**config.mk**
```make
export PLATFORM = sky130hd
export DESIGN_NAME = ipc_i2c_password_slave
export DESIGN_NICKNAME = d
export VERILOG_FILES = /design/src/design/ipc_pkg.sv /design/src/design/ipc_i2c_password_slave.sv
export SDC_FILE = /design/constraint.sdc
export NUM_CORES = 1
export LEC_CHECK = 0
export BUFFER_PORTS_ARGS = -buffer_cell sky130_fd_sc_hd__buf_2
export CAP_MARGIN = 5
export CORE_MARGIN = 10
export CORE_UTILIZATION = 45
export DETAILED_ROUTE_END_ITERATION = 16
export PLACE_DENSITY = 0.66
export SYNTH_ARGS = -nofsm -noshare
export SYNTH_HDL_FRONTEND = slang
export SYNTH_SLANG_ARGS = --single-unit
```
**constraint.sdc**
```tcl
create_clock -name clk -period 3.2 [get_ports clk]
set_clock_uncertainty 0.05 [all_clocks]
set_input_delay 0.32 -clock clk [delete_from_list [all_inputs] [get_ports clk]]
set_output_delay 0.32 -clock clk [all_outputs]
set_load 0.02 [all_outputs]
```
**src/design/ipc_pkg.sv**
```systemverilog
// Summary of operation
// - Accepted password keeps locked sectors writable until power loss or next presentation.
// - Present command: four bytes MSB first, code 09h, same four bytes; all acknowledged.
// - Differing password copies skip comparison and leave access rights unchanged.
// - Stop in tenth-bit slot after last acknowledge starts delay; other stops nothing.
// - Delay compares received password with stored; full match grants access at end.
// - During the delay the data line stays released and all bus activity ignored.
// - Write-password updates only the bus password and needs a prior accepted presentation.
// - Newly written password becomes active for comparisons immediately after the cycle.
// - Delivered stored password is zero and already active.
// - Write command: same header, four new bytes MSB first, code 07h, bytes again.
// - Differing new-password copies leave the stored password untouched.
// - Stop in tenth-bit slot after write command starts write cycle; bus ignored meanwhile.
// - Select code matched as 1010, system bit one, two chip-select bits; ack ninth slot.
// - Device is slave only; master starts transfers and supplies the clock.
// - Start is data falling while clock high, watched except during internal cycles and from a byte's eighth rising edge until its acknowledge ends.
// - Stop is data rising while clock high; ends communication or starts cycle.
// - After eight bits the receiver pulls data low in the ninth pulse.
// - Data sampled on rising clock edges; master changes data only while clock low.
// - Respond only when chip-select bits match pins; otherwise stand by.
// - Each of 64 lock bits protects its sector; granted password overrides protection.
package ipc_pkg;
	localparam logic [3:0]  TYPE_NIBBLE    = 4'hA;
	localparam logic [7:0]  ADDR_HIGH      = 8'h09;
	localparam logic [7:0]  ADDR_LOW       = 8'h00;
	localparam logic [7:0]  CODE_PRESENT   = 8'h09;
	localparam logic [7:0]  CODE_WRITE     = 8'h07;
	localparam logic [31:0] PASSWORD_RESET = 32'h0000_0000;
	localparam int          CLK_PERIOD_NS  = 8;
	localparam int          WRITE_TIME_NS  = 5000000;
	localparam int          WRITE_CYCLES   = WRITE_TIME_NS / CLK_PERIOD_NS;
	localparam int          SECTORS        = 64;
	localparam logic [3:0]  BYTE_SELECT    = 4'h0;
	localparam logic [3:0]  BYTE_ADDR_HIGH = 4'h1;
	localparam logic [3:0]  BYTE_ADDR_LOW  = 4'h2;
	localparam logic [3:0]  BYTE_CODE      = 4'h7;
	localparam logic [3:0]  BYTE_LAST      = 4'hB;
	localparam logic [3:0]  BITS_DATA      = 4'h8;

	typedef enum logic [5:0] {
		IPC_IDLE  = 6'b000001,
		IPC_RECV  = 6'b000010,
		IPC_ACK   = 6'b000100,
		IPC_TENTH = 6'b001000,
		IPC_WAIT  = 6'b010000,
		IPC_BUSY  = 6'b100000
	} ipc_state_t;
endpackage : ipc_pkg

```
**src/design/ipc_i2c_password_slave.sv**
```systemverilog
module ipc_i2c_password_slave #(
	parameter int WRITE_CYCLES = ipc_pkg::WRITE_CYCLES
) (
	// Clock and reset.
	input  wire logic        clk,
	input  wire logic        reset,
	// Bus pins.
	input  wire logic        scl,
	input  wire logic        sda_in,
	output logic             sda_out,
	output logic             sda_oe,
	// Chip-select straps and sector locks.
	input  wire logic        chip_select_high_pin,
	input  wire logic        chip_select_low_pin,
	input  wire logic [63:0] sector_lock,
	// Status.
	output logic             password_granted,
	output logic [63:0]      sector_writable,
	output logic             busy,
	output logic [31:0]      active_password
);
	logic [1:0] scl_sync;
	logic [1:0] sda_sync;
	logic       scl_d;
	logic       sda_d;
	logic [1:0] cs_sync_h;
	logic [1:0] cs_sync_l;

	// Pins are sampled twice before use; the first stage feeds nothing else.
	always_ff @(posedge clk) begin
		scl_sync  <= {scl_sync[0], scl};
		sda_sync  <= {sda_sync[0], sda_in};
		cs_sync_h <= {cs_sync_h[0], chip_select_high_pin};
		cs_sync_l <= {cs_sync_l[0], chip_select_low_pin};
		scl_d     <= scl_sync[1];
		sda_d     <= sda_sync[1];
	end

	wire scl_rise = scl_sync[1] & ~scl_d;
	wire scl_fall = ~scl_sync[1] & scl_d;
	wire start_ev = scl_sync[1] & scl_d & sda_d & ~sda_sync[1];
	wire stop_ev  = scl_sync[1] & scl_d & ~sda_d & sda_sync[1];

	function automatic logic select_ok(input logic [7:0] b, input logic h, input logic l);
		select_ok = (b[7:4] == ipc_pkg::TYPE_NIBBLE) && b[3] && (b[2] == h)
			&& (b[1] == l) && !b[0];
	endfunction : select_ok

	ipc_pkg::ipc_state_t state;
	ipc_pkg::ipc_state_t next_state;
	logic [3:0]          bit_cnt;
	logic [3:0]          next_bit_cnt;
	logic [3:0]          byte_cnt;
	logic [3:0]          next_byte_cnt;
	logic [7:0]          shift;
	logic [7:0]          next_shift;
	logic [31:0]         first_copy;
	logic [31:0]         next_first_copy;
	logic [31:0]         second_copy;
	logic [31:0]         next_second_copy;
	logic                is_write;
	logic                next_is_write;
	logic                frame_ok;
	logic                next_frame_ok;
	logic                cycle_write;
	logic                next_cycle_write;
	logic [31:0]         timer;
	logic [31:0]         next_timer;
	logic                granted;
	logic                next_granted;
	logic [31:0]         stored;
	logic [31:0]         next_stored;
	logic                ack_drive;
	logic                next_ack_drive;

	always_comb begin
		logic [7:0] b;
		b                = {shift[6:0], sda_sync[1]};
		next_state       = state;
		next_bit_cnt     = bit_cnt;
		next_byte_cnt    = byte_cnt;
		next_shift       = shift;
		next_first_copy  = first_copy;
		next_second_copy = second_copy;
		next_is_write    = is_write;
		next_frame_ok    = frame_ok;
		next_cycle_write = cycle_write;
		next_timer       = timer;
		next_granted     = granted;
		next_stored      = stored;
		next_ack_drive   = ack_drive;
		case (state)
			ipc_pkg::IPC_BUSY: begin
				// Bus ignored, start included, until the self-timed cycle ends.
				next_ack_drive = 1'b0;
				if (timer == 32'(WRITE_CYCLES - 1)) begin
					next_state = ipc_pkg::IPC_IDLE;
					next_timer = 32'h0;
					if (cycle_write) begin
						next_stored = first_copy;
					end else begin
						next_granted = (first_copy == stored);
					end
				end else begin
					next_timer = timer + 32'h1;
				end
			end
			ipc_pkg::IPC_IDLE: begin
				if (start_ev) begin
					next_state    = ipc_pkg::IPC_RECV;
					next_bit_cnt  = 4'h0;
					next_byte_cnt = ipc_pkg::BYTE_SELECT;
					next_frame_ok = 1'b1;
				end
			end
			ipc_pkg::IPC_RECV: begin
				if (scl_rise) begin
					next_shift   = b;
					next_bit_cnt = bit_cnt + 4'h1;
					if (bit_cnt == ipc_pkg::BITS_DATA - 4'h1) begin
						next_state = ipc_pkg::IPC_ACK;
						case (byte_cnt)
							ipc_pkg::BYTE_SELECT: begin
								next_frame_ok = select_ok(b, cs_sync_h[1], cs_sync_l[1]);
							end
							ipc_pkg::BYTE_ADDR_HIGH: begin
								next_frame_ok = frame_ok && (b == ipc_pkg::ADDR_HIGH);
							end
							ipc_pkg::BYTE_ADDR_LOW: begin
								next_frame_ok = frame_ok && (b == ipc_pkg::ADDR_LOW);
							end
							ipc_pkg::BYTE_CODE: begin
								next_is_write = (b == ipc_pkg::CODE_WRITE);
								next_frame_ok = frame_ok && ((b == ipc_pkg::CODE_WRITE)
									|| (b == ipc_pkg::CODE_PRESENT));
							end
							default: begin
								if (byte_cnt < ipc_pkg::BYTE_CODE) begin
									next_first_copy = {first_copy[23:0], b};
								end else begin
									next_second_copy = {second_copy[23:0], b};
								end
							end
						endcase
					end
				end else if (start_ev) begin
					next_state    = ipc_pkg::IPC_RECV;
					next_bit_cnt  = 4'h0;
					next_byte_cnt = ipc_pkg::BYTE_SELECT;
					next_frame_ok = 1'b1;
				end else if (stop_ev) begin
					next_state = ipc_pkg::IPC_IDLE;
				end
			end
			ipc_pkg::IPC_ACK: begin
				// Unselected devices stand by without driving the ninth slot.
				if (scl_fall) begin
					if (frame_ok) begin
						next_ack_drive = 1'b1;
						next_state     = ipc_pkg::IPC_WAIT;
					end else begin
						next_state = ipc_pkg::IPC_IDLE;
					end
				end
			end
			ipc_pkg::IPC_WAIT: begin
				if (scl_fall) begin
					next_ack_drive = 1'b0;
					next_bit_cnt   = 4'h0;
					next_byte_cnt  = byte_cnt + 4'h1;
					next_state     = (byte_cnt == ipc_pkg::BYTE_LAST) ? ipc_pkg::IPC_TENTH
						: ipc_pkg::IPC_RECV;
				end
			end
			ipc_pkg::IPC_TENTH: begin
				if (stop_ev) begin
					next_timer = 32'h0;
					// Copies that differ trigger nothing, so rights and password stay.
					if (first_copy != second_copy) begin
						next_state = ipc_pkg::IPC_IDLE;
					end else if (is_write && !granted) begin
						next_state = ipc_pkg::IPC_IDLE;
					end else begin
						next_state       = ipc_pkg::IPC_BUSY;
						next_cycle_write = is_write;
						if (!is_write) begin
							next_granted = 1'b0;
						end
					end
				end else if (start_ev) begin
					next_state    = ipc_pkg::IPC_RECV;
					next_bit_cnt  = 4'h0;
					next_byte_cnt = ipc_pkg::BYTE_SELECT;
					next_frame_ok = 1'b1;
				end else if (scl_fall) begin
					// A stop needs the clock high first, so only a completed pulse cancels.
					next_state = ipc_pkg::IPC_IDLE;
				end
			end
			default: next_state = ipc_pkg::IPC_IDLE;
		endcase
	end

	always_ff @(posedge clk) begin
		if (reset) begin
			state       <= ipc_pkg::IPC_IDLE;
			bit_cnt     <= 4'h0;
			byte_cnt    <= 4'h0;
			shift       <= 8'h00;
			first_copy  <= 32'h0;
			second_copy <= 32'h0;
			is_write    <= 1'b0;
			frame_ok    <= 1'b0;
			cycle_write <= 1'b0;
			timer       <= 32'h0;
			granted     <= 1'b0;
			stored      <= ipc_pkg::PASSWORD_RESET;
			ack_drive   <= 1'b0;
		end else begin
			state       <= next_state;
			bit_cnt     <= next_bit_cnt;
			byte_cnt    <= next_byte_cnt;
			shift       <= next_shift;
			first_copy  <= next_first_copy;
			second_copy <= next_second_copy;
			is_write    <= next_is_write;
			frame_ok    <= next_frame_ok;
			cycle_write <= next_cycle_write;
			timer       <= next_timer;
			granted     <= next_granted;
			stored      <= next_stored;
			ack_drive   <= next_ack_drive;
		end
	end

	// Outputs are registered copies; the data pin is only ever pulled low.
	always_ff @(posedge clk) begin
		if (reset) begin
			sda_out          <= 1'b0;
			sda_oe           <= 1'b0;
			password_granted <= 1'b0;
			sector_writable  <= '0;
			busy             <= 1'b0;
			active_password  <= ipc_pkg::PASSWORD_RESET;
		end else begin
			sda_out          <= 1'b0;
			sda_oe           <= next_ack_drive;
			password_granted <= next_granted;
			sector_writable  <= ~sector_lock | {ipc_pkg::SECTORS{next_granted}};
			busy             <= (next_state == ipc_pkg::IPC_BUSY);
			active_password  <= next_stored;
		end
	end

	property p_busy_quiet;
		@(posedge clk) disable iff (reset) (state == ipc_pkg::IPC_BUSY) |=> !sda_oe;
	endproperty
	a_busy_quiet: assert property (p_busy_quiet) else $error("Data driven in cycle.");

	property p_busy_no_start;
		@(posedge clk) disable iff (reset)
			(state == ipc_pkg::IPC_BUSY && timer != 32'(WRITE_CYCLES - 1))
			|=> state == ipc_pkg::IPC_BUSY;
	endproperty
	a_busy_no_start: assert property (p_busy_no_start) else $error("Left cycle early.");

	property p_mismatch;
		@(posedge clk) disable iff (reset)
			(state == ipc_pkg::IPC_TENTH && stop_ev && first_copy != second_copy)
			|=> state == ipc_pkg::IPC_IDLE && $stable(granted) && $stable(stored);
	endproperty
	a_mismatch: assert property (p_mismatch) else $error("Mismatched copies acted.");

	property p_write_needs_grant;
		@(posedge clk) disable iff (reset) $changed(stored) |-> $past(granted);
	endproperty
	a_write_needs_grant: assert property (p_write_needs_grant) else $error("Ungranted write.");

	property p_start_cycle;
		@(posedge clk) disable iff (reset)
			(state == ipc_pkg::IPC_TENTH && stop_ev && first_copy == second_copy && !is_write)
			|=> state == ipc_pkg::IPC_BUSY;
	endproperty
	a_start_cycle: assert property (p_start_cycle) else $error("Delay not started.");

	property p_grant_only_end;
		@(posedge clk) disable iff (reset)
			$rose(granted) |-> $past(state) == ipc_pkg::IPC_BUSY && !$past(cycle_write);
	endproperty
	a_grant_only_end: assert property (p_grant_only_end) else $error("Grant at wrong time.");

	property p_active;
		@(posedge clk) disable iff (reset)
			(state == ipc_pkg::IPC_BUSY && cycle_write && timer == 32'(WRITE_CYCLES - 1))
			|=> active_password == $past(first_copy);
	endproperty
	a_active: assert property (p_active) else $error("Active password stale.");

	property p_ack_slot;
		@(posedge clk) disable iff (reset) $rose(sda_oe) |-> $past(state) == ipc_pkg::IPC_ACK;
	endproperty
	a_ack_slot: assert property (p_ack_slot) else $error("Ack outside ninth slot.");

	property p_tenth_cancel;
		@(posedge clk) disable iff (reset) (state == ipc_pkg::IPC_TENTH && scl_fall)
			|=> state == ipc_pkg::IPC_IDLE;
	endproperty
	a_tenth_cancel: assert property (p_tenth_cancel) else $error("Late stop acted.");

	property p_deselect_quiet;
		@(posedge clk) disable iff (reset) (state == ipc_pkg::IPC_ACK && scl_fall && !frame_ok)
			|=> state == ipc_pkg::IPC_IDLE && !sda_oe;
	endproperty
	a_deselect_quiet: assert property (p_deselect_quiet) else $error("Unselected ack.");
endmodule : ipc_i2c_password_slave

```
[Yosys cells after proc, flatten, opt, wreduce, memory -nomap -nowiden]
Index checks and enable logic that the tools add are counted.
Storage, ports and cells
  input bits: 70
  output and inout port bits: 100
  word-level logic and storage cells: 145
  bits in registers: 229
Operators by class
  multiplexer cells: 46
  equality and inequality tests: 28
  reduce and logical (&&, ||, !) cells: 29
  bitwise operators: 17
  add/sub/neg operators: 3
  $lt $le $gt $ge: 1
Operator list (number)
  2-to-1 mux 6 bit: 13
  2-to-1 mux 32 bit: 2
  inverter 64 bit: 1
  bitwise OR 64 bit: 1
  one-hot mux 32 bit (2 select lines): 1
  2-to-1 mux 4 bit: 9
  one-hot mux 6 bit (6 select lines): 1
  adder 32 x 1 -> 32 bit, second input constant: 1
  == test 32 x 20 -> 1 bit, second input constant: 1
  == test 32 bit: 1
  != test 32 bit: 1
  one-hot mux 4 bit (4 select lines): 2
  AND reduction 4 bit: 5
  2-to-1 mux 1 bit: 13
  == test 6 bit, second input constant: 2
  != test 2 bit, second input constant: 6
  AND reduction 5 bit: 2
  adder 4 x 1 -> 4 bit, second input constant: 2
  == test 4 x 3 -> 1 bit, second input constant: 2
  == test 4 bit, second input constant: 2
  == test 8 x 3 -> 1 bit, second input constant: 1
  == test 8 x 4 -> 1 bit, second input constant: 1
  logical AND 1 bit: 8
  zero test 8 bit: 1
  other kinds (26): 45

[Longest topological paths before layout]
  depth after elaboration: 9
  mapped depth: 9
  gate-level depth less buffers: 7

[Worst setup path before layout]
Ideal clock, no wire load.
  path kind: register to register
  start point: register state[3]
  end point: register sector_writable[41]
  cell stages (with the launch flop): 9
  library setup time: 0.138 ns
  setup slack: 0.736 ns
  period minus slack after synthesis: 2.464 ns
  data arrival time: 2.276 ns
  required time: 3.012 ns
  path buffers: 3
  path through: dfxtp_1 > or4_4 > or3b_1 > buf_2 > o41ai_1 > a41o_1 > buf_2 > buf_2 > o211ai_1
On the way
  word-level cells in the longest chain between the ends: 3
  elaborated cells between the ends (all ways): 4
  those cells by class: 2 x eq/ne; 1 x mux; 1 x bitwise
RTL lines
  start, declared: RTL line ipc_i2c_password_slave.sv:49  | ipc_pkg::ipc_state_t state;
  start signal, assigned: RTL line ipc_i2c_password_slave.sv:206  | state <= ipc_pkg::IPC_IDLE;
  start signal, assigned: RTL line ipc_i2c_password_slave.sv:220  | state <= next_state;
  == test 6 x 4 -> 1 bit / == test 6 bit (equally long branches): RTL line ipc_i2c_password_slave.sv:92  | case (state)
  one-hot mux 1 bit (2 select lines) (*): RTL line ipc_i2c_password_slave.sv:92
  bitwise OR 64 bit (*): RTL line ipc_i2c_password_slave.sv:249  | sector_writable <= ~sector_lock | {ipc_pkg::SECTORS{next_granted}};
  end signal, assigned: RTL line ipc_i2c_password_slave.sv:249
  end, declared: RTL line ipc_i2c_password_slave.sv:18  | output logic [63:0] sector_writable,
Every way passes the cells marked *; elsewhere a longest branch is shown, timed or not.
A chain may end at the register's enable or synchronous reset.

[Worst setup path after layout]
  start point: register timer[11]
  end point: register sector_writable[20]
On the way
  word-level cells in the longest chain between the ends: 4
RTL lines
  start, declared: RTL line ipc_i2c_password_slave.sv:67  | logic [31:0] timer;
  start signal, assigned: RTL line ipc_i2c_password_slave.sv:229  | timer <= next_timer;
  == test 32 x 20 -> 1 bit: RTL line ipc_i2c_password_slave.sv:96  | if (timer == 32'(WRITE_CYCLES - 1)) begin
  2-to-1 mux 1 bit: RTL line ipc_i2c_password_slave.sv:96
  one-hot mux 1 bit (2 select lines): RTL line ipc_i2c_password_slave.sv:92
  bitwise OR 64 bit: RTL line ipc_i2c_password_slave.sv:249
Every way passes these cells.

==> results.py <==
metrics = {
    "power_and_ir_drop": {
        "leakage_nw": 4.36,
        "p_per_area_mw_per_mm2": 527,
        "vdd_drop_max_mv": 0.340,
        "p_total_mw": 6.22,
        "p_sw_mw": 1.33,
        "p_comb_share_pct": 4.7,
        "swShare_pct": 21.4,
        "p_int_mw": 4.89,
        "pwr-share-clk_pct": 48.2,
        "seq_power_share_pct": 47.0,
    },
    "placement": {
        "place_area_mm2": 0.0109,
        "portBuffers": 168,
        "place_ws_ns": 0.371,
        "dp.cells": 1470,
        "dp_hpwl_mm": 17.6,
        "gp_congestion": 0.885,
    },
    "timing": {
        "worst_slew_pin_slew_ns": 0.689,
        "timing.hold.ws_ns": 0.0297,
        "setup_slack_ns": 0.302,
        "hold_violations": 0,
        "period_minus_slack_ns": 2.90,
        "fmax_ghz": 0.345,
        "slew_headroom_pct": 53.7,
        "finalCritPeriodShare_pct": 90.6,
        "tns_ns": 0,
        "rsz0062_at_grt": "false",
        "drv_slew": 0,
        "setup_violations": 0,
    },
    "yosys": {
        "syn-num-nets": 1157,
        "synth_area_leaders": "dfxtp_1 (46%), mux2i_1 (6.6%), xnor2_1 (6.2%)",
        "synth_common_cells": "dfxtp_1 (229), nand2_1 (106), nor2_1 (96)",
        "seq_area_frac_synth_pct": 46.4,
        "synth_edf_count": 0,
        "ys_types": 65,
        "syn-cell-area_mm2": 0.00987,
        "ys_seq_elements": 229,
        "post-synth-top-count-cell": "dfxtp_1",
        "synth.largest_area_cell": "dfxtp_1",
        "synthFlopType": "dfxtp_1",
        "synthArstFlopShare_pct": 0,
        "syn_inst": 1081,
        "ys_warn_count": 0,
        "syn_area_per_cell_um2": 9.13,
        "yosysTopAreaCellShare_pct": 46.4,
    },
    "die": {
        "initial_utilization_pct": 45.5,
        "die_h_um": 168,
        "core_mm2": 0.0217,
        "dieWidth_um": 168,
        "dieArea_mm2": 0.0283,
        "io_pins": 170,
        "rows": 54,
    },
    "critical_path": {
        "arrival_ns": 3.28,
        "crit_path_start_kind": "flip-flop",
        "end_kind": "flip-flop",
        "reg2reg_depth": 6,
        "critPathKind": "reg -> reg",
        "crit_fanout": 65,
        "critPathRequiredTime_ns": 3.58,
    },
    "routing": {
        "wl_per_cell_um": 16.8,
        "final_antenna_net_count": 0,
        "dr.pass1.iters": 5,
        "drtIter0Drc": 701,
        "wirelength_mm": 25.6,
        "drc_errors": 0,
        "via_per_inst": 5.33,
        "vias": 8103,
    },
    "layout": {
        "nets": 1297,
        "fillers": 1969,
        "drive_gt1_share_pct": 24.4,
        "area_delta_synth_final_pct": 19.6,
        "fin_util_pct": 54.4,
        "fin_area_mm2": 0.0118,
        "finalNonFillerCells": 1520,
        "n_antenna_cell": 0,
    },
    "clock_network": {
        "cts_made_buffers": 25,
        "cts.reportedPaths.clkPinSlew_ns": 0.06,
        "clk_path_buf_depth": 3,
        "htreeDepth": 1,
        "cts.sinks": 229,
        "cts_tree": "built",
        "clkLatencyLatePin_ns": 0.52,
        "cts_root_buf": "clkbuf_16",
    },
    "global_routing": {
        "grt_pass1_wl_mm": 41.1,
        "grt_max_degree": 115,
        "antenna_found_initial": 0,
        "first_global_vias": 7564,
        "grt_usage_pct": 17.1,
        "gr-total-overflow": 0,
    },
    "worst_hold_path": {
        "worstHoldPathCells": 3,
        "min_path_type": "in -> reg",
    },
    "status": {
        "outcome": "complete, no violations",
    },
    "flow_run": {
        "max_cap_viol_count": 0,
    },
}
==> registers in the layout, summed over array words and instances (netlist names) <==
register          count
second_copy          32
sda_d                 1
frame_ok              1
busy                  1
password_granted      1
cs_sync_l             2
sda_sync              2
sector_writable      64
scl_d                 1
timer                32
cycle_write           1
bit_cnt               4
scl_sync              2
first_copy           32
is_write              1
sda_oe                1
active_password      32
state                 6
shift                 7
cs_sync_h             2
byte_cnt              4
==> layer usage <==
metal,track usage (%),vias up,part of all wire (%)
li1,-,4098,-
met4,3.52,0,1.2
met1,22.4,3827,45
met3,2.93,23,4.9
met2,28.7,155,49
met5,0,-,0
==> cells in the final DEF (no fill, tap or decap), drive strengths merged, types with 4 or more instances in the layout <==
cell type / count
nand4: 27
ha: 6
a21oi: 73
and4: 4
nor2b: 6
mux2i: 65
nor3: 9
dfxtp: 229
xor2: 5
nor4: 14
or3: 16
o21ai: 25
or4: 15
nand4b: 4
buf: 187
nor2: 96
o31ai: 11
nand3: 17
or2: 65
o211ai: 67
clkbuf: 38
xnor2: 70
nand2: 106
dlygate4sd3: 4
nand2b: 6
inv: 14
a211oi: 6
clkinv: 4
==> final cells by class <==
cell class	instances	area (µm²)	share of cell area, %
inverter	13	48.8	0.413
clock inverter	8	119	1.01
clock buffer	38	754	6.39
multi-input combinational	761	4870	41.2
tap	280	350	2.97
sequential	229	4580	38.8
timing repair buffer	191	1080	9.15
==> kinds of logic (layout without fill, tap and decap cells) <==
kind of cell    Yosys count  after routing  share of synthesized area, %
xor+xnor                 75             75                          6.65
buf+inv                  91            250                          4.42
other cells               1              1                        0.0380
mux                      66             66                          6.71
compound gates          209            209                          13.7
flops                   229            229                          46.4
simple gates            404            404                          21.3
fa+ha+maj                 6              6                         0.761
==> path summary, 6_finish.rpt <==
check | to | startpoint | slack, ns
max | sector_writable[20] | timer[11] | 0.30
min | sector_writable[41] | sector_lock[41] | 0.03
max reg2reg | sector_writable[20] | timer[11] | 0.30
min reg2reg | sda_sync[1] | sda_sync[0] | 0.27
==> power by group through the flow <==
stage          combinational [mW]  sequential (mW)  clock, mW
2_1_floorplan               0.128             3.04          0
3_3_place_gp                0.291             2.99          0
3_5_place_dp                0.294             2.99          0
4_1_cts                     0.299             2.92       3.07
5_1_grt                     0.322             2.93       3.18
6_report                    0.295             2.92       3.00
==> critical path, stage by stage (launching register included) <==
cell and delay (ns):
dfxtp_1 0.45, or4b_1 0.47, or4_1 0.68, nor4_1 0.38, nand4_1 0.15, buf_4 0.35
o211ai_1 0.21
==> what timing repair did <==
action	4_1_cts	5_1_grt
hold endpoints to repair	4	0
setup endpoints to repair	0	0
hold buffers	4	0
setup buffers	0	0
resized for setup	0	0
(Power assumes the default switching activity.)
